--- src/core/pmrc_pkg.sv ---
// shared constants, types and helpers for the power mode and reset control
package pmrc_pkg;

  // ==========================================================================
  // timing
  localparam int CLK_PERIOD_NS        = 5;
  localparam int SUPPLY_TIMEOUT_MS    = 100;
  localparam int SUPPLY_TIMEOUT_CYC   =
    SUPPLY_TIMEOUT_MS * 1000000 / CLK_PERIOD_NS;
  localparam int LOST_CLK_TIMEOUT_US  = 100;
  localparam int LOST_CLK_TIMEOUT_CYC =
    LOST_CLK_TIMEOUT_US * 1000 / CLK_PERIOD_NS;
  localparam int PIN_STRETCH_CYC      = 12;

  // ==========================================================================
  // special function register map
  localparam logic [7:0]  PWR_CTRL_ADDR   = 8'h87;
  localparam logic [7:0]  PWR_CTRL_RESET  = 8'h00;
  localparam logic [7:0]  PWR_CTRL_KEEP   = 8'hd8;
  localparam int          PC_IDLE_BIT     = 0;
  localparam int          PC_STOP_BIT     = 1;
  localparam logic [7:0]  RST_SRC_ADDR    = 8'hef;
  localparam int          RS_PIN          = 0;
  localparam int          RS_POR          = 1;
  localparam int          RS_MCD          = 2;
  localparam int          RS_WDT          = 3;
  localparam int          RS_SW           = 4;
  localparam int          RS_COMP         = 5;
  localparam int          RS_CNV          = 6;
  localparam int          RS_NUM          = 7;
  localparam logic [6:0]  CAUSE_AT_POWERUP = 7'h02;
  localparam logic [6:0]  FLAGS_RESET      = 7'h00;
  localparam logic [15:0] RESET_VECTOR     = 16'h0000;

  // ==========================================================================
  // types
  typedef struct packed {
    logic [7:0] addr;
    logic [7:0] wdata;
    logic       wr;
    logic       rd;
  } pmrc_sfr_req_s;

  typedef enum logic [2:0] {
    RST_HOLD, RST_SUPPLY_WAIT, RST_STRETCH, RST_OSC_WAIT, RST_RUN
  } pmrc_rst_state_e;

  typedef enum logic [1:0] {
    PWR_ACTIVE, PWR_IDLE, PWR_STOP
  } pmrc_pwr_mode_e;

  function automatic logic sfr_hit(pmrc_sfr_req_s req, logic [7:0] addr);
    sfr_hit = (req.addr == addr);
  endfunction

endpackage

--- src/core/pmrc_clock_watch.sv ---
// lost clock detector: one-shot retriggered by core clock activity
`timescale 1ns/1ps
`default_nettype none
module pmrc_clock_watch #(
  parameter int TIMEOUT_CYC = pmrc_pkg::LOST_CLK_TIMEOUT_CYC
) (
  input  wire logic clk,
  input  wire logic rst,
  input  wire logic enable,
  input  wire logic sysclk_tick,
  output var  logic expired
);
  localparam int CW = $clog2(TIMEOUT_CYC + 1);
  localparam logic [CW-1:0] LAST = CW'(TIMEOUT_CYC - 1);

  logic [CW-1:0] cnt;

  // ==========================================================================
  // each core clock edge retriggers the one-shot
  always_ff @(posedge clk or posedge rst) begin
    if (rst) begin
      cnt     <= '0;
      expired <= 1'b0;
    end else if (!enable || sysclk_tick) begin
      cnt     <= '0;
      expired <= 1'b0;
    end else if (cnt == LAST) begin
      expired <= 1'b1;
    end else begin
      cnt <= cnt + CW'(1);
    end
  end
endmodule // pmrc_clock_watch
`default_nettype wire

--- src/core/pmrc_ctrl.sv ---
// power mode and reset control: idle/stop modes, reset merge and sequencing
`timescale 1ns/1ps
`default_nettype none
module pmrc_ctrl #(
  parameter int SUPPLY_TIMEOUT_CYC   = pmrc_pkg::SUPPLY_TIMEOUT_CYC,
  parameter int LOST_CLK_TIMEOUT_CYC = pmrc_pkg::LOST_CLK_TIMEOUT_CYC
) (
  input  wire logic                    clk,
  input  wire logic                    rst,
  input  wire pmrc_pkg::pmrc_sfr_req_s sfr_req,
  output var  logic [7:0]              sfr_rdata,
  input  wire logic                    instr_done,
  input  wire logic                    irq_pending,
  input  wire logic                    monitor_en,
  input  wire logic                    supply_ok,
  input  wire logic                    rst_pin_in,
  output var  logic                    rst_pin_out,
  output var  logic                    rst_pin_oe_n,
  input  wire logic                    convert_start_input_n,
  input  wire logic                    comp_low,
  input  wire logic                    wdt_overflow,
  input  wire logic                    lost_clock_enable,
  input  wire logic                    sysclk_tick,
  input  wire logic                    osc_stable,
  output var  logic                    core_rst,
  output var  logic [15:0]             pc_load_addr,
  output var  logic                    cpu_clk_en,
  output var  logic                    periph_clk_en,
  output var  logic                    osc_en,
  output var  logic                    port_latch_set,
  output var  logic                    weak_pullup_en,
  output var  logic                    idle_mode,
  output var  logic                    stop_mode
);
  localparam int CW = $clog2(SUPPLY_TIMEOUT_CYC + 1);
  localparam logic [CW-1:0] SUPPLY_LAST  = CW'(SUPPLY_TIMEOUT_CYC - 1);
  localparam logic [CW-1:0] STRETCH_LAST = CW'(pmrc_pkg::PIN_STRETCH_CYC - 1);

  pmrc_pkg::pmrc_rst_state_e state;
  pmrc_pkg::pmrc_rst_state_e next_state;
  pmrc_pkg::pmrc_pwr_mode_e  mode;
  pmrc_pkg::pmrc_pwr_mode_e  next_mode;

  logic [CW-1:0]               cnt;
  logic [pmrc_pkg::RS_NUM-1:0] req_vec;
  logic [pmrc_pkg::RS_NUM-1:0] cause;
  logic [pmrc_pkg::RS_NUM-1:0] flags;
  logic [7:0]                  pwr_ctrl;
  logic [1:0]                  drive_hist;
  logic                        pin_high;
  logic                        mcd_expired;
  logic                        comp_en;
  logic                        cnv_en;
  logic                        any_req;
  logic                        supply_req;
  logic                        pc_wr;
  logic                        rs_wr;
  logic                        idle_arm;
  logic                        stop_arm;
  logic                        next_drive;

  // ==========================================================================
  // submodules
  pmrc_pin_sync u_pin_sync (
    .clk      (clk),
    .rst      (rst),
    .pin_in   (rst_pin_in),
    .pin_high (pin_high)
  );

  pmrc_clock_watch #(
    .TIMEOUT_CYC (LOST_CLK_TIMEOUT_CYC)
  ) u_clock_watch (
    .clk         (clk),
    .rst         (rst),
    .enable      (lost_clock_enable),
    .sysclk_tick (sysclk_tick),
    .expired     (mcd_expired)
  );

  // ==========================================================================
  // register decode
  assign pc_wr = sfr_req.wr &&
                 pmrc_pkg::sfr_hit(sfr_req, pmrc_pkg::PWR_CTRL_ADDR);
  assign rs_wr = sfr_req.wr &&
                 pmrc_pkg::sfr_hit(sfr_req, pmrc_pkg::RST_SRC_ADDR);

  // ==========================================================================
  // reset request merge
  // monitor enable is expected to be tied high on the board
  assign supply_req = monitor_en && !supply_ok;

  always_comb begin
    req_vec = '0;
    req_vec[pmrc_pkg::RS_POR]  = supply_req ||
                                 (rs_wr && sfr_req.wdata[pmrc_pkg::RS_POR]);
    // our own drive takes two cycles to leave the synchroniser
    req_vec[pmrc_pkg::RS_PIN]  = !pin_high && rst_pin_oe_n &&
                                 !(|drive_hist);
    req_vec[pmrc_pkg::RS_MCD]  = mcd_expired &&
                                 state == pmrc_pkg::RST_RUN;
    req_vec[pmrc_pkg::RS_WDT]  = wdt_overflow;
    req_vec[pmrc_pkg::RS_SW]   = rs_wr && sfr_req.wdata[pmrc_pkg::RS_SW];
    req_vec[pmrc_pkg::RS_COMP] = comp_en && comp_low;
    req_vec[pmrc_pkg::RS_CNV]  = cnv_en && !convert_start_input_n;
  end

  assign any_req = |req_vec;

  // ==========================================================================
  // reset sequencer
  always_comb begin
    next_state = state;
    case (state)
      pmrc_pkg::RST_RUN: begin
        if (any_req) begin
          next_state = pmrc_pkg::RST_HOLD;
        end
      end
      pmrc_pkg::RST_HOLD: begin
        if (!any_req) begin
          next_state = cause[pmrc_pkg::RS_POR] ? pmrc_pkg::RST_SUPPLY_WAIT
                                               : pmrc_pkg::RST_STRETCH;
        end
      end
      pmrc_pkg::RST_SUPPLY_WAIT: begin
        if (supply_req) begin
          next_state = pmrc_pkg::RST_HOLD;
        end else if (cnt == SUPPLY_LAST) begin
          next_state = pmrc_pkg::RST_STRETCH;
        end
      end
      pmrc_pkg::RST_STRETCH: begin
        if (any_req) begin
          next_state = pmrc_pkg::RST_HOLD;
        end else if (pin_high && cnt == STRETCH_LAST) begin
          next_state = pmrc_pkg::RST_OSC_WAIT;
        end
      end
      pmrc_pkg::RST_OSC_WAIT: begin
        if (any_req) begin
          next_state = pmrc_pkg::RST_HOLD;
        end else if (osc_stable) begin
          next_state = pmrc_pkg::RST_RUN;
        end
      end
      default: begin
        next_state = pmrc_pkg::RST_HOLD;
      end
    endcase
  end

  always_ff @(posedge clk or posedge rst) begin
    if (rst) begin
      state <= pmrc_pkg::RST_HOLD;
    end else begin
      state <= next_state;
    end
  end

  // shared counter: supply timeout, then pin stretch
  always_ff @(posedge clk or posedge rst) begin
    if (rst) begin
      cnt <= '0;
    end else if (next_state != state) begin
      cnt <= '0;
    end else if (state == pmrc_pkg::RST_STRETCH && !pin_high) begin
      cnt <= '0;
    end else if (state == pmrc_pkg::RST_SUPPLY_WAIT ||
                 state == pmrc_pkg::RST_STRETCH) begin
      cnt <= cnt + CW'(1);
    end
  end

  // ==========================================================================
  // reset cause and source flags
  always_ff @(posedge clk or posedge rst) begin
    if (rst) begin
      cause <= pmrc_pkg::CAUSE_AT_POWERUP;
    end else if (next_state == pmrc_pkg::RST_RUN) begin
      cause <= '0;
    end else begin
      cause <= cause | req_vec;
    end
  end

  always_ff @(posedge clk or posedge rst) begin
    if (rst) begin
      flags <= pmrc_pkg::FLAGS_RESET;
    end else if (state != pmrc_pkg::RST_RUN &&
                 next_state == pmrc_pkg::RST_RUN) begin
      // every reset exit replaces all flag bits with the latched cause, power-on included
      flags <= cause;
    end
  end

  // ==========================================================================
  // reset pin drive and core side reset outputs
  assign next_drive = next_state == pmrc_pkg::RST_SUPPLY_WAIT ||
                      (next_state == pmrc_pkg::RST_HOLD &&
                       (cause[pmrc_pkg::RS_POR] || req_vec[pmrc_pkg::RS_POR]));

  always_ff @(posedge clk or posedge rst) begin
    if (rst) begin
      rst_pin_out  <= 1'b0;
      rst_pin_oe_n <= 1'b0;
      drive_hist   <= 2'h3;
    end else begin
      rst_pin_out  <= 1'b0;
      rst_pin_oe_n <= !next_drive;
      drive_hist   <= {drive_hist[0], !rst_pin_oe_n};
    end
  end

  // data memory has no reset path here; the core resets its stack pointer
  always_ff @(posedge clk or posedge rst) begin
    if (rst) begin
      core_rst       <= 1'b1;
      port_latch_set <= 1'b1;
      weak_pullup_en <= 1'b0;
      pc_load_addr   <= pmrc_pkg::RESET_VECTOR;
    end else begin
      core_rst       <= next_state != pmrc_pkg::RST_RUN;
      port_latch_set <= next_state != pmrc_pkg::RST_RUN;
      weak_pullup_en <= next_state == pmrc_pkg::RST_RUN;
      pc_load_addr   <= pmrc_pkg::RESET_VECTOR;
    end
  end

  // ==========================================================================
  // register file
  always_ff @(posedge clk or posedge rst) begin
    if (rst) begin
      pwr_ctrl <= pmrc_pkg::PWR_CTRL_RESET;
      comp_en  <= 1'b0;
      cnv_en   <= 1'b0;
    end else if (state != pmrc_pkg::RST_RUN) begin
      pwr_ctrl <= pmrc_pkg::PWR_CTRL_RESET;
      comp_en  <= 1'b0;
      cnv_en   <= 1'b0;
    end else begin
      if (pc_wr) begin
        // mode select bits are not stored, so they always read zero
        pwr_ctrl <= sfr_req.wdata & pmrc_pkg::PWR_CTRL_KEEP;
      end
      if (rs_wr) begin
        comp_en <= sfr_req.wdata[pmrc_pkg::RS_COMP];
        cnv_en  <= sfr_req.wdata[pmrc_pkg::RS_CNV];
      end
    end
  end

  always_ff @(posedge clk or posedge rst) begin
    if (rst) begin
      sfr_rdata <= 8'h00;
    end else if (!sfr_req.rd) begin
      sfr_rdata <= 8'h00;
    end else if (pmrc_pkg::sfr_hit(sfr_req, pmrc_pkg::PWR_CTRL_ADDR)) begin
      sfr_rdata <= pwr_ctrl;
    end else if (pmrc_pkg::sfr_hit(sfr_req, pmrc_pkg::RST_SRC_ADDR)) begin
      sfr_rdata <= {1'b0, flags};
    end else begin
      sfr_rdata <= 8'h00;
    end
  end

  // ==========================================================================
  // power modes
  assign idle_arm = pc_wr && sfr_req.wdata[pmrc_pkg::PC_IDLE_BIT];
  assign stop_arm = pc_wr && sfr_req.wdata[pmrc_pkg::PC_STOP_BIT];

  logic idle_pend;
  logic stop_pend;

  // the write lands mid-instruction; entry waits for it to complete
  always_ff @(posedge clk or posedge rst) begin
    if (rst) begin
      idle_pend <= 1'b0;
      stop_pend <= 1'b0;
    end else if (next_state != pmrc_pkg::RST_RUN || instr_done) begin
      idle_pend <= 1'b0;
      stop_pend <= 1'b0;
    end else begin
      idle_pend <= idle_pend || idle_arm;
      stop_pend <= stop_pend || stop_arm;
    end
  end

  always_comb begin
    next_mode = mode;
    case (mode)
      pmrc_pkg::PWR_ACTIVE: begin
        if (instr_done && (stop_pend || stop_arm)) begin
          next_mode = pmrc_pkg::PWR_STOP;
        end else if (instr_done && (idle_pend || idle_arm)) begin
          next_mode = pmrc_pkg::PWR_IDLE;
        end
      end
      pmrc_pkg::PWR_IDLE: begin
        // core resumes into the handler; its return lands after the write
        if (irq_pending) begin
          next_mode = pmrc_pkg::PWR_ACTIVE;
        end
      end
      pmrc_pkg::PWR_STOP: begin
        next_mode = pmrc_pkg::PWR_STOP;
      end
      default: begin
        next_mode = pmrc_pkg::PWR_ACTIVE;
      end
    endcase
    if (next_state != pmrc_pkg::RST_RUN) begin
      next_mode = pmrc_pkg::PWR_ACTIVE;
    end
  end

  always_ff @(posedge clk or posedge rst) begin
    if (rst) begin
      mode          <= pmrc_pkg::PWR_ACTIVE;
      cpu_clk_en    <= 1'b1;
      periph_clk_en <= 1'b1;
      osc_en        <= 1'b1;
      idle_mode     <= 1'b0;
      stop_mode     <= 1'b0;
    end else begin
      mode          <= next_mode;
      cpu_clk_en    <= next_mode == pmrc_pkg::PWR_ACTIVE;
      // watchdog keeps its clock while idle
      periph_clk_en <= next_mode != pmrc_pkg::PWR_STOP;
      osc_en        <= next_mode != pmrc_pkg::PWR_STOP;
      idle_mode     <= next_mode == pmrc_pkg::PWR_IDLE;
      stop_mode     <= next_mode == pmrc_pkg::PWR_STOP;
    end
  end

  // ==========================================================================
  // assertions
  idle_clock_a: assert property (@(posedge clk) disable iff (rst)
    mode == pmrc_pkg::PWR_IDLE |-> !cpu_clk_en && periph_clk_en)
    else $error("idle must stop cpu clock only");

  idle_wake_a: assert property (@(posedge clk) disable iff (rst)
    mode == pmrc_pkg::PWR_IDLE && irq_pending |=> cpu_clk_en && !idle_mode)
    else $error("interrupt did not end idle");

  stop_exit_a: assert property (@(posedge clk) disable iff (rst)
    mode == pmrc_pkg::PWR_STOP && !any_req |=> stop_mode && !osc_en)
    else $error("stop left without reset");

  read_zero_a: assert property (@(posedge clk) disable iff (rst)
    sfr_req.rd && pmrc_pkg::sfr_hit(sfr_req, pmrc_pkg::PWR_CTRL_ADDR)
    |=> sfr_rdata[1:0] == 2'b00)
    else $error("mode select bits read nonzero");

  pull_up_a: assert property (@(posedge clk) disable iff (rst)
    core_rst |-> port_latch_set && !weak_pullup_en)
    else $error("pull-ups enabled during reset");

  supply_drive_a: assert property (@(posedge clk) disable iff (rst)
    state == pmrc_pkg::RST_SUPPLY_WAIT |-> !rst_pin_oe_n)
    else $error("pin released during supply timeout");

  supply_hold_a: assert property (@(posedge clk) disable iff (rst)
    supply_req |=> core_rst ##1 core_rst)
    else $error("low supply did not hold reset");

  por_flag_a: assert property (@(posedge clk) disable iff (rst)
    $fell(core_rst) |->
    flags[pmrc_pkg::RS_POR] == $past(cause[pmrc_pkg::RS_POR]))
    else $error("power-on flag wrong at reset exit");

  pin_stretch_a: assert property (@(posedge clk) disable iff (rst)
    $fell(core_rst) |-> $past(pin_high) && $past(pin_high, 12))
    else $error("reset released too soon after pin");

  lost_clock_a: assert property (@(posedge clk) disable iff (rst)
    req_vec[pmrc_pkg::RS_MCD] && !req_vec[pmrc_pkg::RS_POR]
    && !cause[pmrc_pkg::RS_POR] |=> core_rst && rst_pin_oe_n)
    else $error("lost clock reset wrong");

endmodule // pmrc_ctrl
`default_nettype wire

--- src/core/pmrc_pin_sync.sv ---
// two-stage synchroniser for the active-low external reset pin
`timescale 1ns/1ps
`default_nettype none
module pmrc_pin_sync (
  input  wire logic clk,
  input  wire logic rst,
  input  wire logic pin_in,
  output var  logic pin_high
);
  logic stage1;

  // ==========================================================================
  // sync chain; pin idles high so both stages reset to one
  always_ff @(posedge clk or posedge rst) begin
    if (rst) begin
      stage1   <= 1'b1;
      pin_high <= 1'b1;
    end else begin
      stage1   <= pin_in;
      pin_high <= stage1;
    end
  end
endmodule // pmrc_pin_sync
`default_nettype wire

--- config.mk ---
export PLATFORM = sky130hd
export DESIGN_NAME = pmrc_ctrl
export DESIGN_NICKNAME = d
export VERILOG_FILES = /design/src/core/pmrc_pkg.sv /design/src/core/pmrc_clock_watch.sv /design/src/core/pmrc_ctrl.sv /design/src/core/pmrc_pin_sync.sv
export SDC_FILE = /design/constraint.sdc
export NUM_CORES = 1
export LEC_CHECK = 0
export ABC_AREA = 1
export ABC_CLOCK_PERIOD_IN_PS = 3800
export BUFFER_PORTS_ARGS = -buffer_cell sky130_fd_sc_hd__clkbuf_2
export CORE_MARGIN = 10
export CORE_UTILIZATION = 45
export DETAILED_ROUTE_END_ITERATION = 16
export SLEW_MARGIN = 15
export SYNTH_ARGS = -nofsm -noshare
export SYNTH_HDL_FRONTEND = slang
export SYNTH_SLANG_ARGS = --single-unit
--- constraint.sdc ---
create_clock -name clk -period 3.8 [get_ports clk]
set_clock_uncertainty 0.2 [all_clocks]
set_input_delay 0.76 -clock clk [delete_from_list [all_inputs] [get_ports clk]]
set_output_delay 0.76 -clock clk [all_outputs]
set_load 0.005 [all_outputs]
==> results.py <==
metrics = {
    "outcome": {
        "outcome": "complete, no violations",
    },
    "die": {
        "die_h_um": 125.4,
        "row_count": 38,
        "die_w_um": 125.4,
        "initial_utilization": 0.4608,
        "die_area_sq_mm": 0.01571,
        "core_region_area_sq_mm": 0.01084,
        "io_pins": 65,
    },
    "global_routing": {
        "grt_max_degree": 46,
        "gr-usage-all-layers": 0.1491,
        "antenna_found_initial": 0,
        "overflow": 0,
        "grt_pass1_wl_mm": 20.09,
        "grt_pass1_vias": 4295,
    },
    "synth": {
        "synthXorXnorAreaFrac": 0.006764,
        "synth_top_family_by_area": "simple AND/OR/NAND/NOR gates",
        "syn_avg_cell_area_sq_um": 7.568,
        "synth_area_leaders": "dfrtp_1 (40%), nand2_1 (9.6%), inv_1 (7.7%)",
        "synth_top_cell_area_share": 0.3958,
        "synth_common_cells": "nand2_1 (128), inv_1 (103), dfrtp_1 (79)",
        "synthAdderAreaFrac": 0.005010,
        "ys_ff_latch": 87,
        "synthSimpleGateAreaFrac": 0.3201,
        "ys.flop_type": "dfrtp_1",
        "synth.area.mux_share": 0,
        "yosysMostFrequentCell": "nand2_1",
        "synth-edff-count": 0,
        "synth_area_leader_cell": "dfrtp_1",
        "synth_compound_area_frac": 0.09995,
        "yosys_warnings": 0,
        "ys_seq_area_frac": 0.4379,
        "synth_area_sq_mm": 0.004995,
        "synthCells": 660,
        "ys_types": 42,
        "ys_async_sr_fraction": 1.000,
    },
    "routing": {
        "ant_nets": 0,
        "met3WireLength_um": 535,
        "vias_per_cell": 5.166,
        "routed-via-count": 4391,
        "route.detailed.drc": 0,
        "wl_per_cell_um": 13.74,
        "first_pass_iters": 5,
        "wirelength_mm": 11.68,
        "drtIter0Drc": 396,
        "wl_met2_mm": 5.390,
        "met1_length_mm": 5.577,
        "highest_layer": "met4",
    },
    "finish": {
        "area_delta_synth_final_pct": 10.10,
        "nFillCells": 1095,
        "final_net_count": 738,
        "multi_input_area_sq_mm": 0.002221,
        "diodes": 0,
        "layout-drive-gt1-share": 0.1606,
        "seq_area_sq_mm": 0.002187,
    },
    "pwr": {
        "power_uw": 2623,
        "power.leakage_uw": 0.002607,
        "ir_drop_mv": 0.3237,
        "p_per_area_mw_per_mm2": 477.0,
    },
    "critical_path": {
        "max_stage_delay_ns": 0.43,
        "crit_required_ns": 3.81,
        "cpMostUsedCell": "nor2_1",
        "crit_fanout": 14,
        "end_kind": "flip-flop",
        "startpoint_type": "flip-flop",
        "critPathKind": "flip-flop to flip-flop",
        "crit_slowest_cell": "dfrtp_1",
        "crit_arrival_ns": 2.79,
        "cp_cell_sequence": "ha_1 -> nand2_1 -> nor2_2 -> nand2_2 -> nor2_1 -> nor2_1 -> a21oi_1 -> nand3_1 -> nand3_2 -> buf_4 -> nor3_2",
    },
    "timing": {
        "finalMaxSlewViolations": 0,
        "finalWorstSetupSlack_ns": 1.023,
        "hold_viol_final": 0,
        "finalSetupViolations": 0,
        "rsz0062_at_grt": "no",
        "fin_crit_ns": 2.777,
        "fin_setup_tns_ns": 0,
        "fin_crit_sh": 0.7307,
        "max_slew_margin": 0.3765,
        "fmax_mhz": 360.1,
        "worst_slew_pin_slew_ns": 0.9318,
    },
    "clock_tree": {
        "cts.clk_slew.worst_paths_ns": 0.09,
        "ctsResizeCount": 0,
        "cts_buffers": 9,
        "insertion_delay_ns": 0.36,
        "post_cts_buffers": 0,
        "clock-sinks": 87,
        "clockBufferDepth": 2,
        "cts_tree": "done",
        "hold_buffers": 0,
        "cts.htree.levels": 3,
        "root_buffer": "clkbuf_8",
    },
    "job": {
        "cap_viol_max_count": 0,
    },
    "placement": {
        "finalWeightedCongestion": 0.9339,
        "io_buffers": 46,
        "place_ws_ns": 0.8901,
        "dp_hpwl_mm": 8.821,
    },
    "hold_path": {
        "worstHoldPathType": "flip-flop to flip-flop",
    },
}
==> per-layer routing <==
metal / global-route usage / up-vias
met4: 0.05285 / 0
li1: - / 2200
met1: 0.1955 / 2072
met3: 0.03084 / 15
met5: 0 / -
met2: 0.2385 / 104
==> layout make-up <==
type,count,share of cell area
Clock inverter,5,0.01479
Sequential cell,87,0.3977
Timing Repair Buffer,49,0.04824
Inverter,113,0.07782
Clock buffer,11,0.02571
Tap cell,140,0.03185
Multi-Input combinational cell,445,0.4039
==> flip-flops by register name, indices dropped and copies added (netlist names) <==
| name | cells |
|---|---|
| cpu_clk_en | 1 |
| rst_pin_oe_n | 1 |
| state | 3 |
| cause | 7 |
| cnt | 25 |
| u_clock_watch.cnt | 15 |
| sfr_rdata | 8 |
| pwr_ctrl | 4 |
| idle_mode | 1 |
| stop_pend | 1 |
| weak_pullup_en | 1 |
| flags | 7 |
| u_pin_sync.stage1 | 1 |
| stop_mode | 1 |
| u_clock_watch.expired | 1 |
| comp_en | 1 |
| drive_hist | 2 |
| mode | 2 |
| port_latch_set | 1 |
| idle_pend | 1 |
| osc_en | 1 |
| u_pin_sync.pin_high | 1 |
| cnv_en | 1 |
==> worst max-delay path, delay by kind of cell (launching register included) <==
| family | cells | cell delay (ns) |
|---|---|---|
| flip-flops | 1 | 0.43 |
| AO/OA/AOI/OAI | 1 | 0.14 |
| buffers and inverters | 1 | 0.33 |
| AND/OR/NAND/NOR | 8 | 1.20 |
| adder cells (fa/ha/maj) | 1 | 0.31 |
==> cell usage in the layout, fill, tap and decap left out, drive strengths merged <==
cell type	netlist	routed
o21bai	3	3
conb	1	17
nor3b	6	6
a22oi	2	2
o21ai	51	51
dfstp	8	8
xor2	3	3
a41oi	1	1
clkinv	1	4
buf	29	3
nor4	2	2
clkbuf	2	57
and3	2	2
nand3b	1	1
nand2	131	131
dfrtp	79	79
bufinv	0	2
a32oi	1	1
nor3	39	39
o22ai	1	1
ha	2	2
nand3	52	52
or2	1	1
inv	112	112
o21a	1	1
nand4	24	24
a21oi	26	26
o32ai	3	3
nor2	73	73
a31oi	3	3
==> per-stage QoR <==
stage          hold slack, ns  cells  instance area [sq um]    util
3_5_place_dp           0.1516    834                   5276  0.4867
2_1_floorplan          0.1452    676                   5055       -
5_1_grt                0.1714    850                   5499  0.5073
6_report               0.1627    850                   5499  0.5073
4_1_cts                0.1647    850                   5499  0.5073
3_3_place_gp           0.1484    834                   5276  0.4867
==> kinds of logic after synthesis <==
family | count (synthesis)
DFF | 87
AOI/OAI and AO/OA | 92
xor gates and xnor gates | 3
and+or+nand+nor | 331
adders and majority gates | 2
buffers and inverters | 144
other | 1
==> worst paths after layout <==
kind / start / end / cells after the start / slack (ns)
min in group asynchronous: rst / u_clock_watch.cnt[1]$_DFFE_PP0P_ / 2 / 0.28
hold reg to reg: u_pin_sync.stage1$_DFF_PP1_ / u_pin_sync.pin_high$_DFF_PP1_ / 0 / 0.16
setup reg to reg: cnt[0]$_DFFE_PP0P_ / cnt[9]$_DFFE_PP0P_ / 11 / 1.02
max in group asynchronous: rst / cause[1]$_DFF_PP1_ / 3 / 2.37
setup / recovery: cnt[0]$_DFFE_PP0P_ / cnt[9]$_DFFE_PP0P_ / 11 / 1.02
hold / removal: u_pin_sync.stage1$_DFF_PP1_ / u_pin_sync.pin_high$_DFF_PP1_ / 0 / 0.16
==> power by group <==
part	switching (uW)	internal, uW
Combinational	609	188
Sequential	60.8	1030
Clock	341	391
No activity file was read; power rests on OpenSTA's default activity.
